### config.mk
export PLATFORM = sky130hd
export DESIGN_NAME = tpwm_top
export DESIGN_NICKNAME = d
export VERILOG_FILES = /design/src/tpwm_top.v
export VERILOG_INCLUDE_DIRS = /design/src
export SDC_FILE = /design/constraint.sdc
export NUM_CORES = 1
export LEC_CHECK = 0
export ABC_AREA = 1
export BUFFER_PORTS_ARGS = -buffer_cell sky130_fd_sc_hd__buf_2
export CORE_UTILIZATION = 40
export CTS_CLUSTER_DIAMETER = 120
export DETAILED_ROUTE_END_ITERATION = 12
export PLACE_DENSITY = 0.63
export SYNTH_ARGS = -nofsm -noshare
export SYNTH_HDL_FRONTEND = slang
export SYNTH_SLANG_ARGS = --single-unit
### constraint.sdc
create_clock -name core_clk_in -period 2.4 [get_ports core_clk_in]
set_input_delay 0.36 -clock core_clk_in [delete_from_list [all_inputs] [get_ports core_clk_in]]
set_output_delay 0.36 -clock core_clk_in [all_outputs]
set_load 0.01 [all_outputs]
### src/tpwm_defines.vh
// Constants for the 8-bit waveform timer: register offsets, field positions,
// reset values and mode codes. Assumes inclusion by bare name.
`ifndef TPWM_DEFINES_VH
`define TPWM_DEFINES_VH

// Register byte offsets on the APB
`define TPWM_ADDR_CTRL 8'h00
`define TPWM_ADDR_COUNT 8'h04
`define TPWM_ADDR_CMPA 8'h08
`define TPWM_ADDR_CMPB 8'h0c
`define TPWM_ADDR_STATUS 8'h10

// Control register fields
`define TPWM_MODE_LSB 0
`define TPWM_MODE_MSB 2
`define TPWM_ACTB_LSB 4
`define TPWM_ACTB_MSB 5
`define TPWM_ACTA_LSB 6
`define TPWM_ACTA_MSB 7
`define TPWM_PRESC_LSB 8
`define TPWM_PRESC_MSB 10
`define TPWM_CTRL_RESET 11'h000

// Status register bits
`define TPWM_ST_WRAP 0
`define TPWM_ST_MATCH_A 1
`define TPWM_ST_MATCH_B 2
`define TPWM_ST_DIR_UP 3

// Wave mode select codes
`define TPWM_MODE_NORMAL 3'h0
`define TPWM_MODE_PC_FF 3'h1
`define TPWM_MODE_CTC 3'h2
`define TPWM_MODE_FAST_FF 3'h3
`define TPWM_MODE_PC_CMP 3'h5
`define TPWM_MODE_FAST_CMP 3'h7

// Output action codes
`define TPWM_ACT_NONE 2'h0
`define TPWM_ACT_TOGGLE 2'h1
`define TPWM_ACT_CLEAR 2'h2
`define TPWM_ACT_SET 2'h3

// Prescale select codes
`define TPWM_PRE_STOP 3'h0
`define TPWM_PRE_1 3'h1
`define TPWM_PRE_8 3'h2
`define TPWM_PRE_64 3'h3
`define TPWM_PRE_256 3'h4
`define TPWM_PRE_1024 3'h5

// Counter extremes
`define TPWM_BOTTOM 8'h00
`define TPWM_MAX 8'hff

`endif

### src/tpwm_top.v
// 8-bit timer with clear-on-match, fast PWM and phase-correct PWM modes,
// two compare channels and an APB register slave.
// Assumes one clock, an APB master on that clock, and port logic outside.
//
// Our own choices: the register addresses and the APB register port.

`include "tpwm_defines.vh"

module tpwm_top (
  // Clock and reset
  input wire core_clk_in,
  input wire rstn_in,
  // APB slave
  input wire psel_in,
  input wire penable_in,
  input wire pwrite_in,
  input wire [7:0] paddr_in,
  input wire [31:0] pwdata_in,
  output reg pready_out,
  output reg [31:0] prdata_out,
  output reg pslverr_out,
  // Wave outputs towards the port pins
  output wire wave_out_a_out,
  output wire wave_out_b_out
);

  reg [10:0] ctrl_r;
  reg [7:0] count_r;
  reg [7:0] count_nxt;
  reg dir_up_r;
  reg dir_up_nxt;
  reg block_r;
  reg [9:0] pre_cnt_r;
  reg tick_r;
  reg tick_nxt;
  reg [2:0] flags_r;
  // Per channel views, each driven from its own generate slice
  wire [7:0] cmp_buf_r [0:1];
  wire [7:0] cmp_act_r [0:1];
  wire [1:0] wave_r;
  reg [31:0] rdata_nxt;
  reg unmapped_nxt;

  wire [2:0] wave_mode_select = ctrl_r[`TPWM_MODE_MSB:`TPWM_MODE_LSB];
  wire wave_mode_high_bit = wave_mode_select[2];
  wire [1:0] out_action_a = ctrl_r[`TPWM_ACTA_MSB:`TPWM_ACTA_LSB];
  wire [1:0] out_action_b = ctrl_r[`TPWM_ACTB_MSB:`TPWM_ACTB_LSB];
  wire [2:0] presc_sel = ctrl_r[`TPWM_PRESC_MSB:`TPWM_PRESC_LSB];

  // Mode decode
  // Modes 0, 4 and 6 fall through to a plain up count with non-PWM actions.
  // Top follows compare A only with the high mode bit set, so modes 1 and 3
  // always run the full 8-bit range whatever compare A holds.
  wire is_ctc = (wave_mode_select == `TPWM_MODE_CTC);
  wire is_fast = (wave_mode_select == `TPWM_MODE_FAST_FF) || (wave_mode_select == `TPWM_MODE_FAST_CMP);
  wire is_pc = (wave_mode_select == `TPWM_MODE_PC_FF) || (wave_mode_select == `TPWM_MODE_PC_CMP);
  wire is_pwm = is_fast | is_pc;
  wire [7:0] top_val = wave_mode_high_bit ? cmp_act_r[0] : `TPWM_MAX;
  wire at_top = (count_r == top_val);
  wire at_bottom = (count_r == `TPWM_BOTTOM);

  // APB commit happens only at the edge where the master sees pready
  // Writes take effect at that edge and no other, so a stalled master
  // never causes a register to be written twice.
  wire bus_commit = psel_in & penable_in & pready_out;
  wire wr_commit = bus_commit & pwrite_in;
  wire wr_ctrl = wr_commit & (paddr_in == `TPWM_ADDR_CTRL);
  wire wr_count = wr_commit & (paddr_in == `TPWM_ADDR_COUNT);
  wire wr_status = wr_commit & (paddr_in == `TPWM_ADDR_STATUS);
  wire [1:0] wr_cmp;
  assign wr_cmp[0] = wr_commit & (paddr_in == `TPWM_ADDR_CMPA);
  assign wr_cmp[1] = wr_commit & (paddr_in == `TPWM_ADDR_CMPB);

  // Buffered compare values load at top: fast PWM wraps there, phase-correct turns there
  wire load_buf = tick_r & at_top & (is_fast | (is_pc & dir_up_r));

  // Matches, suppressed for the first timer cycle after a counter write
  // Without the block, loading the counter with the compare value would fire
  // a match and a flag straight away, before the timer has moved at all.
  wire [1:0] match;
  assign match[0] = tick_r & ~block_r & (count_r == cmp_act_r[0]);
  assign match[1] = tick_r & ~block_r & (count_r == cmp_act_r[1]);

  // Wrap event per mode
  wire wrap_set = tick_r & (is_fast ? at_top :
                            is_pc ? (at_bottom & ~dir_up_r) :
                            (count_r == `TPWM_MAX));

  // Free running prescale divider
  // Never cleared on a prescale change: the first tick after a new setting
  // may come early, by up to one clock less than a full division period.
  always @(posedge core_clk_in or negedge rstn_in) begin
    if (!rstn_in) begin
      pre_cnt_r <= 10'h000;
    end else begin
      pre_cnt_r <= pre_cnt_r + 10'h001;
    end
  end

  // Timer tick select
  always @* begin
    case (presc_sel)
      `TPWM_PRE_1: tick_nxt = 1'b1;
      `TPWM_PRE_8: tick_nxt = &pre_cnt_r[2:0];
      `TPWM_PRE_64: tick_nxt = &pre_cnt_r[5:0];
      `TPWM_PRE_256: tick_nxt = &pre_cnt_r[7:0];
      `TPWM_PRE_1024: tick_nxt = &pre_cnt_r[9:0];
      default: tick_nxt = 1'b0;
    endcase
  end

  always @(posedge core_clk_in or negedge rstn_in) begin
    if (!rstn_in) begin
      tick_r <= 1'b0;
    end else begin
      tick_r <= tick_nxt;
    end
  end

  // Counting sequence per mode
  // Phase-correct holds neither top nor bottom for an extra tick: the turn at top
  // steps straight down, the turn at bottom steps straight up.
  // A count written above compare A in mode 2 runs on through 0xff first.
  always @* begin
    count_nxt = count_r + 8'h01;
    dir_up_nxt = 1'b1;
    if (is_ctc) begin
      if (count_r == cmp_act_r[0]) begin
        count_nxt = `TPWM_BOTTOM;
      end
    end else if (is_fast) begin
      if (at_top) begin
        count_nxt = `TPWM_BOTTOM;
      end
    end else if (is_pc) begin
      dir_up_nxt = dir_up_r;
      if (dir_up_r) begin
        if (at_top) begin
          count_nxt = count_r - 8'h01;
          dir_up_nxt = 1'b0;
        end
      end else if (at_bottom) begin
        dir_up_nxt = 1'b1;
      end else begin
        count_nxt = count_r - 8'h01;
      end
    end
  end

  // Counter, direction and match blocking
  always @(posedge core_clk_in or negedge rstn_in) begin
    if (!rstn_in) begin
      count_r <= `TPWM_BOTTOM;
      dir_up_r <= 1'b1;
      block_r <= 1'b0;
    end else if (wr_count) begin
      count_r <= pwdata_in[7:0];
      block_r <= 1'b1;
    end else if (tick_r) begin
      count_r <= count_nxt;
      dir_up_r <= dir_up_nxt;
      block_r <= 1'b0;
    end
  end

  // Control register
  always @(posedge core_clk_in or negedge rstn_in) begin
    if (!rstn_in) begin
      ctrl_r <= `TPWM_CTRL_RESET;
    end else if (wr_ctrl) begin
      ctrl_r <= pwdata_in[10:0];
    end
  end

  // Sticky flags: set wins over write-one-to-clear
  // An event landing on the clearing write is kept, so no tick is lost.
  always @(posedge core_clk_in or negedge rstn_in) begin
    if (!rstn_in) begin
      flags_r <= 3'h0;
    end else begin
      flags_r <= {match[1], match[0], wrap_set} | (flags_r & ~({3{wr_status}} & pwdata_in[2:0]));
    end
  end

  // Per channel compare buffers and wave output
  genvar ch;
  generate
    for (ch = 0; ch < 2; ch = ch + 1) begin : g_chan
      wire [1:0] act = (ch == 0) ? out_action_a : out_action_b;
      wire tog_ok = (ch == 0) & wave_mode_high_bit;
      wire up_phase = (dir_up_r & ~at_top) | at_bottom;
      // Bottom reached on the way down: the symmetry point
      wire turn_bottom = at_bottom & ~dir_up_r;
      reg [7:0] buf_r;
      reg [7:0] buf_nxt;
      reg [7:0] act_r;
      reg [7:0] act_nxt;
      reg wave_q_r;
      reg wave_nxt;

      // Export to the shared per channel views
      assign cmp_buf_r[ch] = buf_r;
      assign cmp_act_r[ch] = act_r;
      assign wave_r[ch] = wave_q_r;

      // Compare storage: direct in non-PWM modes, buffered in PWM modes
      // Software always sees the buffer, so a read returns what was written
      always @* begin
        buf_nxt = buf_r;
        act_nxt = act_r;
        if (wr_cmp[ch]) begin
          buf_nxt = pwdata_in[7:0];
        end
        if (wr_cmp[ch] & ~is_pwm) begin
          act_nxt = pwdata_in[7:0];
        end else if (load_buf) begin
          act_nxt = buf_r;
        end
      end

      // Compare registers
      always @(posedge core_clk_in or negedge rstn_in) begin
        if (!rstn_in) begin
          buf_r <= 8'h00;
          act_r <= 8'h00;
        end else begin
          buf_r <= buf_nxt;
          act_r <= act_nxt;
        end
      end

      // Wave generator: next level per mode, held when no event
      // Top beats a match for clear and set in fast PWM, so compare at top gives a flat level.
      always @* begin
        wave_nxt = wave_q_r;
        if (tick_r) begin
          if (is_fast) begin
            if (act[1]) begin
              if (at_top) begin
                wave_nxt = ~act[0];
              end else if (match[ch]) begin
                wave_nxt = act[0];
              end
            end else if (act[0] & tog_ok & match[ch]) begin
              wave_nxt = ~wave_q_r;
            end
          end else if (is_pc) begin
            if (act[1]) begin
              if (match[ch]) begin
                wave_nxt = up_phase ? act[0] : ~act[0];
              end else if (turn_bottom) begin
                wave_nxt = ~act[0];
              end
            end else if (act[0] & tog_ok & match[ch]) begin
              wave_nxt = ~wave_q_r;
            end
          end else if (match[ch]) begin
            case (act)
              `TPWM_ACT_TOGGLE: wave_nxt = ~wave_q_r;
              `TPWM_ACT_CLEAR: wave_nxt = 1'b0;
              `TPWM_ACT_SET: wave_nxt = 1'b1;
              default: wave_nxt = wave_q_r;
            endcase
          end
        end
      end

      // Wave level register, low out of reset
      always @(posedge core_clk_in or negedge rstn_in) begin
        if (!rstn_in) begin
          wave_q_r <= 1'b0;
        end else begin
          wave_q_r <= wave_nxt;
        end
      end
    end
  endgenerate

  assign wave_out_a_out = wave_r[0];
  assign wave_out_b_out = wave_r[1];

  // Read mux
  always @* begin
    rdata_nxt = 32'h0000_0000;
    unmapped_nxt = 1'b0;
    case (paddr_in)
      `TPWM_ADDR_CTRL: rdata_nxt = {21'h000000, ctrl_r};
      `TPWM_ADDR_COUNT: rdata_nxt = {24'h000000, count_r};
      `TPWM_ADDR_CMPA: rdata_nxt = {24'h000000, cmp_buf_r[0]};
      `TPWM_ADDR_CMPB: rdata_nxt = {24'h000000, cmp_buf_r[1]};
      `TPWM_ADDR_STATUS: rdata_nxt = {28'h0000000, dir_up_r, flags_r};
      default: unmapped_nxt = 1'b1;
    endcase
  end

  // APB answer: one wait state, pready high in the second access cycle
  // Read data is latched at the same edge that raises pready, so it stands settled
  // at the edge where the master samples it, and holds until the next read.
  always @(posedge core_clk_in or negedge rstn_in) begin
    if (!rstn_in) begin
      pready_out <= 1'b0;
      prdata_out <= 32'h0000_0000;
      pslverr_out <= 1'b0;
    end else begin
      pready_out <= psel_in & penable_in & ~pready_out;
      pslverr_out <= psel_in & penable_in & ~pready_out & unmapped_nxt;
      if (psel_in & penable_in & ~pready_out & ~pwrite_in) begin
        prdata_out <= rdata_nxt;
      end
    end
  end

endmodule

[Word-level counts from Yosys, hierarchy flattened]
Cells that the tools add are included.
Word-level totals
  input bits: 45
  output and inout port bits: 36
  word-level logic and storage cells: 161
  register bits: 103
Operators by class
  add/subtract/negate cells: 3
  bitwise operators: 42
  mux-type cells: 51
  reduce and logical (&&, ||, !) cells: 20
  equality and inequality tests: 29
Operator list (number)
  $mux 8: 15
  $pmux 11 s5: 1
  $mux 1: 32
  $and 1x1->1: 24
  $eq 8x8->1: 3
  $eq 8x4->1 const B: 2
  $logic_not 8->1: 2
  $eq 3x2->1 const B: 4
  $eq 3x3->1 const B: 4
  $not 1->1: 11
  $add 10x1->10 const B: 1
  $reduce_and 10->1: 1
  $reduce_bool 5->1: 2
  $reduce_bool 3->1: 3
  $add 8x1->8 const B: 1
  $eq 2x2->1 const B: 4
  $eq 8x3->1 const B: 1
  $eq 8x5->1 const B: 1
  $eq 8x8->1 const B: 1
  $reduce_and 8->1: 1
  $sub 8x1->8 const B: 1
  $reduce_and 7->1: 1
  $and 3x3->3: 2
  $eq 3x1->1 const B: 2
  other kinds (17): 25

[Longest topological paths before layout]
  depth in word-level cells: 10
  depth in mapped cells: 17
  gate-level depth less buffers: 17

[Least setup slack after synthesis]
OpenSTA, ideal clock, no wires.
  kind: register to register
  from: register pready_out
  to: register count_r[7]
  buffers on the path: 0
  clock period less this slack: 1.719 ns
  library setup time: 0.138 ns
  setup slack: 0.681 ns
  arrival time: 1.581 ns
  data required time: 2.262 ns
  stages on the path, launching flop included: 10
  cell sequence: dfrtp_1 inv_1 nor3_1 inv_1 nor2_2 inv_2 nand2_2 nor2_1 nand3_1 o2111ai_2
Between the ends
  longest elaborated chain between the ends: 4
  elaborated cells on any way between the ends: 5
  those cells by class: mux (1); bitwise (3); reduce/logical (1)
Ends and longest elaborated chain
  start: declaration: RTL line tpwm_top.v:19  | output reg pready_out,
  start signal: assignment: RTL line tpwm_top.v:305  | pready_out <= psel_in & penable_in & ~pready_out;
  $and 1x1->1 (*): RTL line tpwm_top.v:65  | wire bus_commit = psel_in & penable_in & pready_out;
  $and 1x1->1 (*): RTL line tpwm_top.v:66  | wire wr_commit = bus_commit & pwrite_in;
  $and 1x1->1 (*): RTL line tpwm_top.v:68  | wire wr_count = wr_commit & (paddr_in == `TPWM_ADDR_COUNT);
  $mux 8 or $reduce_bool 2->1 (tied branches)
  end signal: assignment: RTL line tpwm_top.v:153  | count_r <= `TPWM_BOTTOM;
  end signal: assignment: RTL line tpwm_top.v:157  | count_r <= pwdata_in[7:0];
  end signal: assignment: RTL line tpwm_top.v:160  | count_r <= count_nxt;
  end: declaration: RTL line tpwm_top.v:28  | reg [7:0] count_r;
Every way passes the cells marked *; elsewhere a longest branch is shown, timed or not.
A chain may end at the register's enable or synchronous reset.

[Worst setup path after layout]
  from: register count_r[4]
  to: register g_chan[0].wave_q_r, in the netlist wave_out_a_out
Between the ends
  longest elaborated chain between the ends: 9
  elaborated cells on any way between the ends: 21
  those cells by class: eq/ne (4); mux (8); bitwise (6); reduce/logical (3)
Ends and longest elaborated chain
  $eq 8x8->1: RTL line tpwm_top.v:59  | wire at_top = (count_r == top_val);
  $not 1->1: RTL line tpwm_top.v:191  | wire up_phase = (dir_up_r & ~at_top) | at_bottom;
  $and 1x1->1: RTL line tpwm_top.v:191
  $or 1x1->1: RTL line tpwm_top.v:191
  $mux 1: RTL line tpwm_top.v:250  | wave_nxt = up_phase ? act[0] : ~act[0];
  $mux 1: RTL line tpwm_top.v:249  | if (match[ch]) begin
  $mux 1: RTL line tpwm_top.v:248  | if (act[1]) begin
  $mux 1: RTL line tpwm_top.v:247  | end else if (is_pc) begin
  $mux 1: RTL line tpwm_top.v:237  | if (is_fast) begin
  end signal: assignment: RTL line tpwm_top.v:273  | wave_q_r <= wave_nxt;
  end: declaration: RTL line tpwm_top.v:198  | reg wave_q_r;
Several ways; a longest one is shown, not always the timed one.

==> results.json <==
{
  "root_buffer": "clkbuf_16",
  "clk_latency_ps": 340,
  "fin_crit_sh": 0.912,
  "slowest_delay_ps": 580,
  "hold_viol": 0,
  "drive_gt1_frac": 0.162,
  "fp.dieH_um": 116,
  "irDropWorstVdd_mv": 0.336,
  "cts_tree": "yes",
  "routed_wl_um": 15300,
  "yosysWarnings": 0,
  "num_rows": 41,
  "cts.repair.resized": 0,
  "rr_worst_depth": 13,
  "timing.fmax_mhz": 457,
  "final_area_mm2": 0.00593,
  "required_ps": 2630,
  "grt_max_degree": 61,
  "cts_hold_buf": 1,
  "post-route-min-period_ps": 2190,
  "io_buffers": 38,
  "clock_skew_ps": 8.79,
  "cts_max_level": 3,
  "start_util": 0.411,
  "ys_ff_latch": 82,
  "synth_compound_area_frac": 0.147,
  "path_cells": "inv_2 > nand2_1 > nand2_1 > nor2_1 > nand2_1 > nor2_4 > nand2_1 > o21ai_1 > inv_1 > nand2_1 > nand3_1 > nor2_1 > a21oi_1",
  "setup_viol": 0,
  "rsz0062_at_grt": "false",
  "fin_nets": 801,
  "n_antenna_cell": 0,
  "drt_iter0_drc": 395,
  "vias_per_cell": 5.33,
  "hold_start": "pwdata_in[2]",
  "core-area_mm2": 0.0127,
  "syn2layout_area_growth_pct": 14.0,
  "path_class": "flop to flop",
  "vias": 4938,
  "tns_ps": 0,
  "die_area_mm2": 0.0135,
  "cts.clk_slew.worst_paths_ps": 70,
  "cp-end-kind": "flop",
  "cts_sinks": 82,
  "numCtsBuffers": 9,
  "avgSynthCellArea_um2": 7.48,
  "hold_class": "primary input to flop",
  "synth_edf_count": 0,
  "arrival_ps": 2410,
  "crit_path_start": "count_r[4]$_DFFE_PN0P_",
  "hold_depth": 3,
  "antenna_left": 0,
  "cts_setup_buffers": 0,
  "grt_usage": 0.249,
  "drv_slew": 0,
  "hold_ws_ps": 254,
  "synth_adder_area_share": 0.0120,
  "netlist_area_mm2": 0.00520,
  "muxShareOfSynthArea": 0,
  "placed_cell_area_mm2": 0.00560,
  "synth-async-reset-ratio": 1.00,
  "run_status": "completed",
  "synth-xor-area-share": 0.0404,
  "startpoint_type": "flop",
  "grt_pass1_vias": 4862,
  "synth-simple-area-share": 0.288,
  "maxCapViolCount": 0,
  "dp_hpwl_um": 11400,
  "wire_per_inst_um": 16.5,
  "antenna_found_initial": 0,
  "power_density_mw_per_mm2": 523,
  "cellLeakagePower_nw": 2.91,
  "synth_ff_type": "dfrtp_1",
  "die_w_um": 116,
  "synth_top_family_by_area": "simple AND/OR/NAND/NOR gates",
  "r2r-start": "count_r[4]$_DFFE_PN0P_",
  "power_mw": 3.10,
  "cp_common_cell": "nand2_1",
  "clockBufferDepth": 2,
  "post-route-util": 0.468,
  "critPathMaxFanout": 8,
  "synth-seq-area-share": 0.395,
  "syn_inst": 696,
  "grt_pass1_wl_um": 25100,
  "synthDistinctLibCells": 45,
  "grt_overflow": 0,
  "drc_errors": 0,
  "cp_slowest_cell": "dfrtp_1",
  "ios": 81,
  "dr.pass1.iters": 5,
  "place.gp.congestion": 0.928
}
[cells in the final DEF (no fill, tap or decap), types with 16 or more instances in the layout]
cell type  instances
nor2_1            50
conb_1            21
nand3_1           37
o21ai_1           16
o21ai_0           55
a21oi_1           23
inv_1             78
dfrtp_1           81
nand2_1          185
xor2_1            22
buf_4             22
buf_2             37
[critical path, delay by kind of cell (launching register included)]
family / cells / cell delay (ps)
compound gates: 2 / 240
simple gates: 9 / 990
buf+inv: 2 / 260
flops: 1 / 580
[path summary, 6_finish.rpt]
| path | end | slack [ps] |
|---|---|---|
| max reg2reg | wave_out_a_out$_DFFE_PN0P_ | 210 |
| min | g_chan[1].buf_r[2]$_DFFE_PN0P_ | 250 |
| max in group asynchronous | ctrl_r[3]$_DFFE_PN0P_ | 1280 |
| min in group asynchronous | count_r[3]$_DFFE_PN0P_ | 480 |
| min reg2reg | pre_cnt_r[0]$_DFF_PN0_ | 450 |
| max | wave_out_a_out$_DFFE_PN0P_ | 210 |
[per-layer routing]
layer	vias up	GRT usage	share of wire
li1	2339	-	-
met1	2352	0.338	0.43
met2	212	0.394	0.46
met3	35	0.0329	0.076
met4	0	0.118	0.032
met5	-	0	0
[per-stage QoR]
| step | setup slack (ps) | std cells |
|---|---|---|
| 2_1_floorplan | 681 | 716 |
| 3_3_place_gp | 312 | 911 |
| 3_5_place_dp | 282 | 911 |
| 4_1_cts | 262 | 927 |
| 5_1_grt | 30.2 | 927 |
| 6_report | 212 | 927 |
[cell usage after synthesis (8+ instances only)]
cell      instances  share of area
nor2_1           50          0.036
nand2_2           8         0.0096
nor3_1           10         0.0096
inv_2            11         0.0079
inv_1            78          0.056
o221ai_1          9          0.015
xor2_1           22          0.037
a21oi_1          23          0.022
o21ai_1          16          0.015
nand2_1         185           0.13
nand3_1          37          0.036
o21ai_0          55          0.053
buf_4            28          0.040
dfrtp_1          81           0.39
[state kept, by name, summed over array words and instances (netlist names), 3 cells and up]
signal / count
flags_r: 3
count_r: 8
ctrl_r: 11
prdata_out: 11
g_chan.buf_r: 16
pre_cnt_r: 10
g_chan.act_r: 16
[power by group]
group | total [mW] | internal [mW] | switching, mW
Clock | 1.51 | 0.937 | 0.572
Sequential | 1.42 | 1.40 | 0.0149
Combinational | 0.178 | 0.0524 | 0.126
Total | 3.10 | 2.39 | 0.712
[kinds of logic (layout without fill, tap and decap cells)]
| group | count (synthesis) | in the layout |
|---|---|---|
| and+or+nand+nor | 324 | 324 |
| AOI/OAI and AO/OA | 131 | 131 |
| buffers and inverters | 129 | 168 |
| DFF | 82 | 82 |
| xor gates and xnor gates | 24 | 24 |
| adders and majority gates | 5 | 5 |
| other | 1 | 21 |
[layout make-up]
class	instances	area (um^2)
Clock buffer	11	243
Inverter	92	353
Fill cell	1281	6740
Clock inverter	4	76.3
Tap cell	172	215
Timing Repair Buffer	61	380
Multi-Input combinational cell	505	2610
Sequential cell	82	2050
Note: power is estimated with default switching activity, not from simulation.
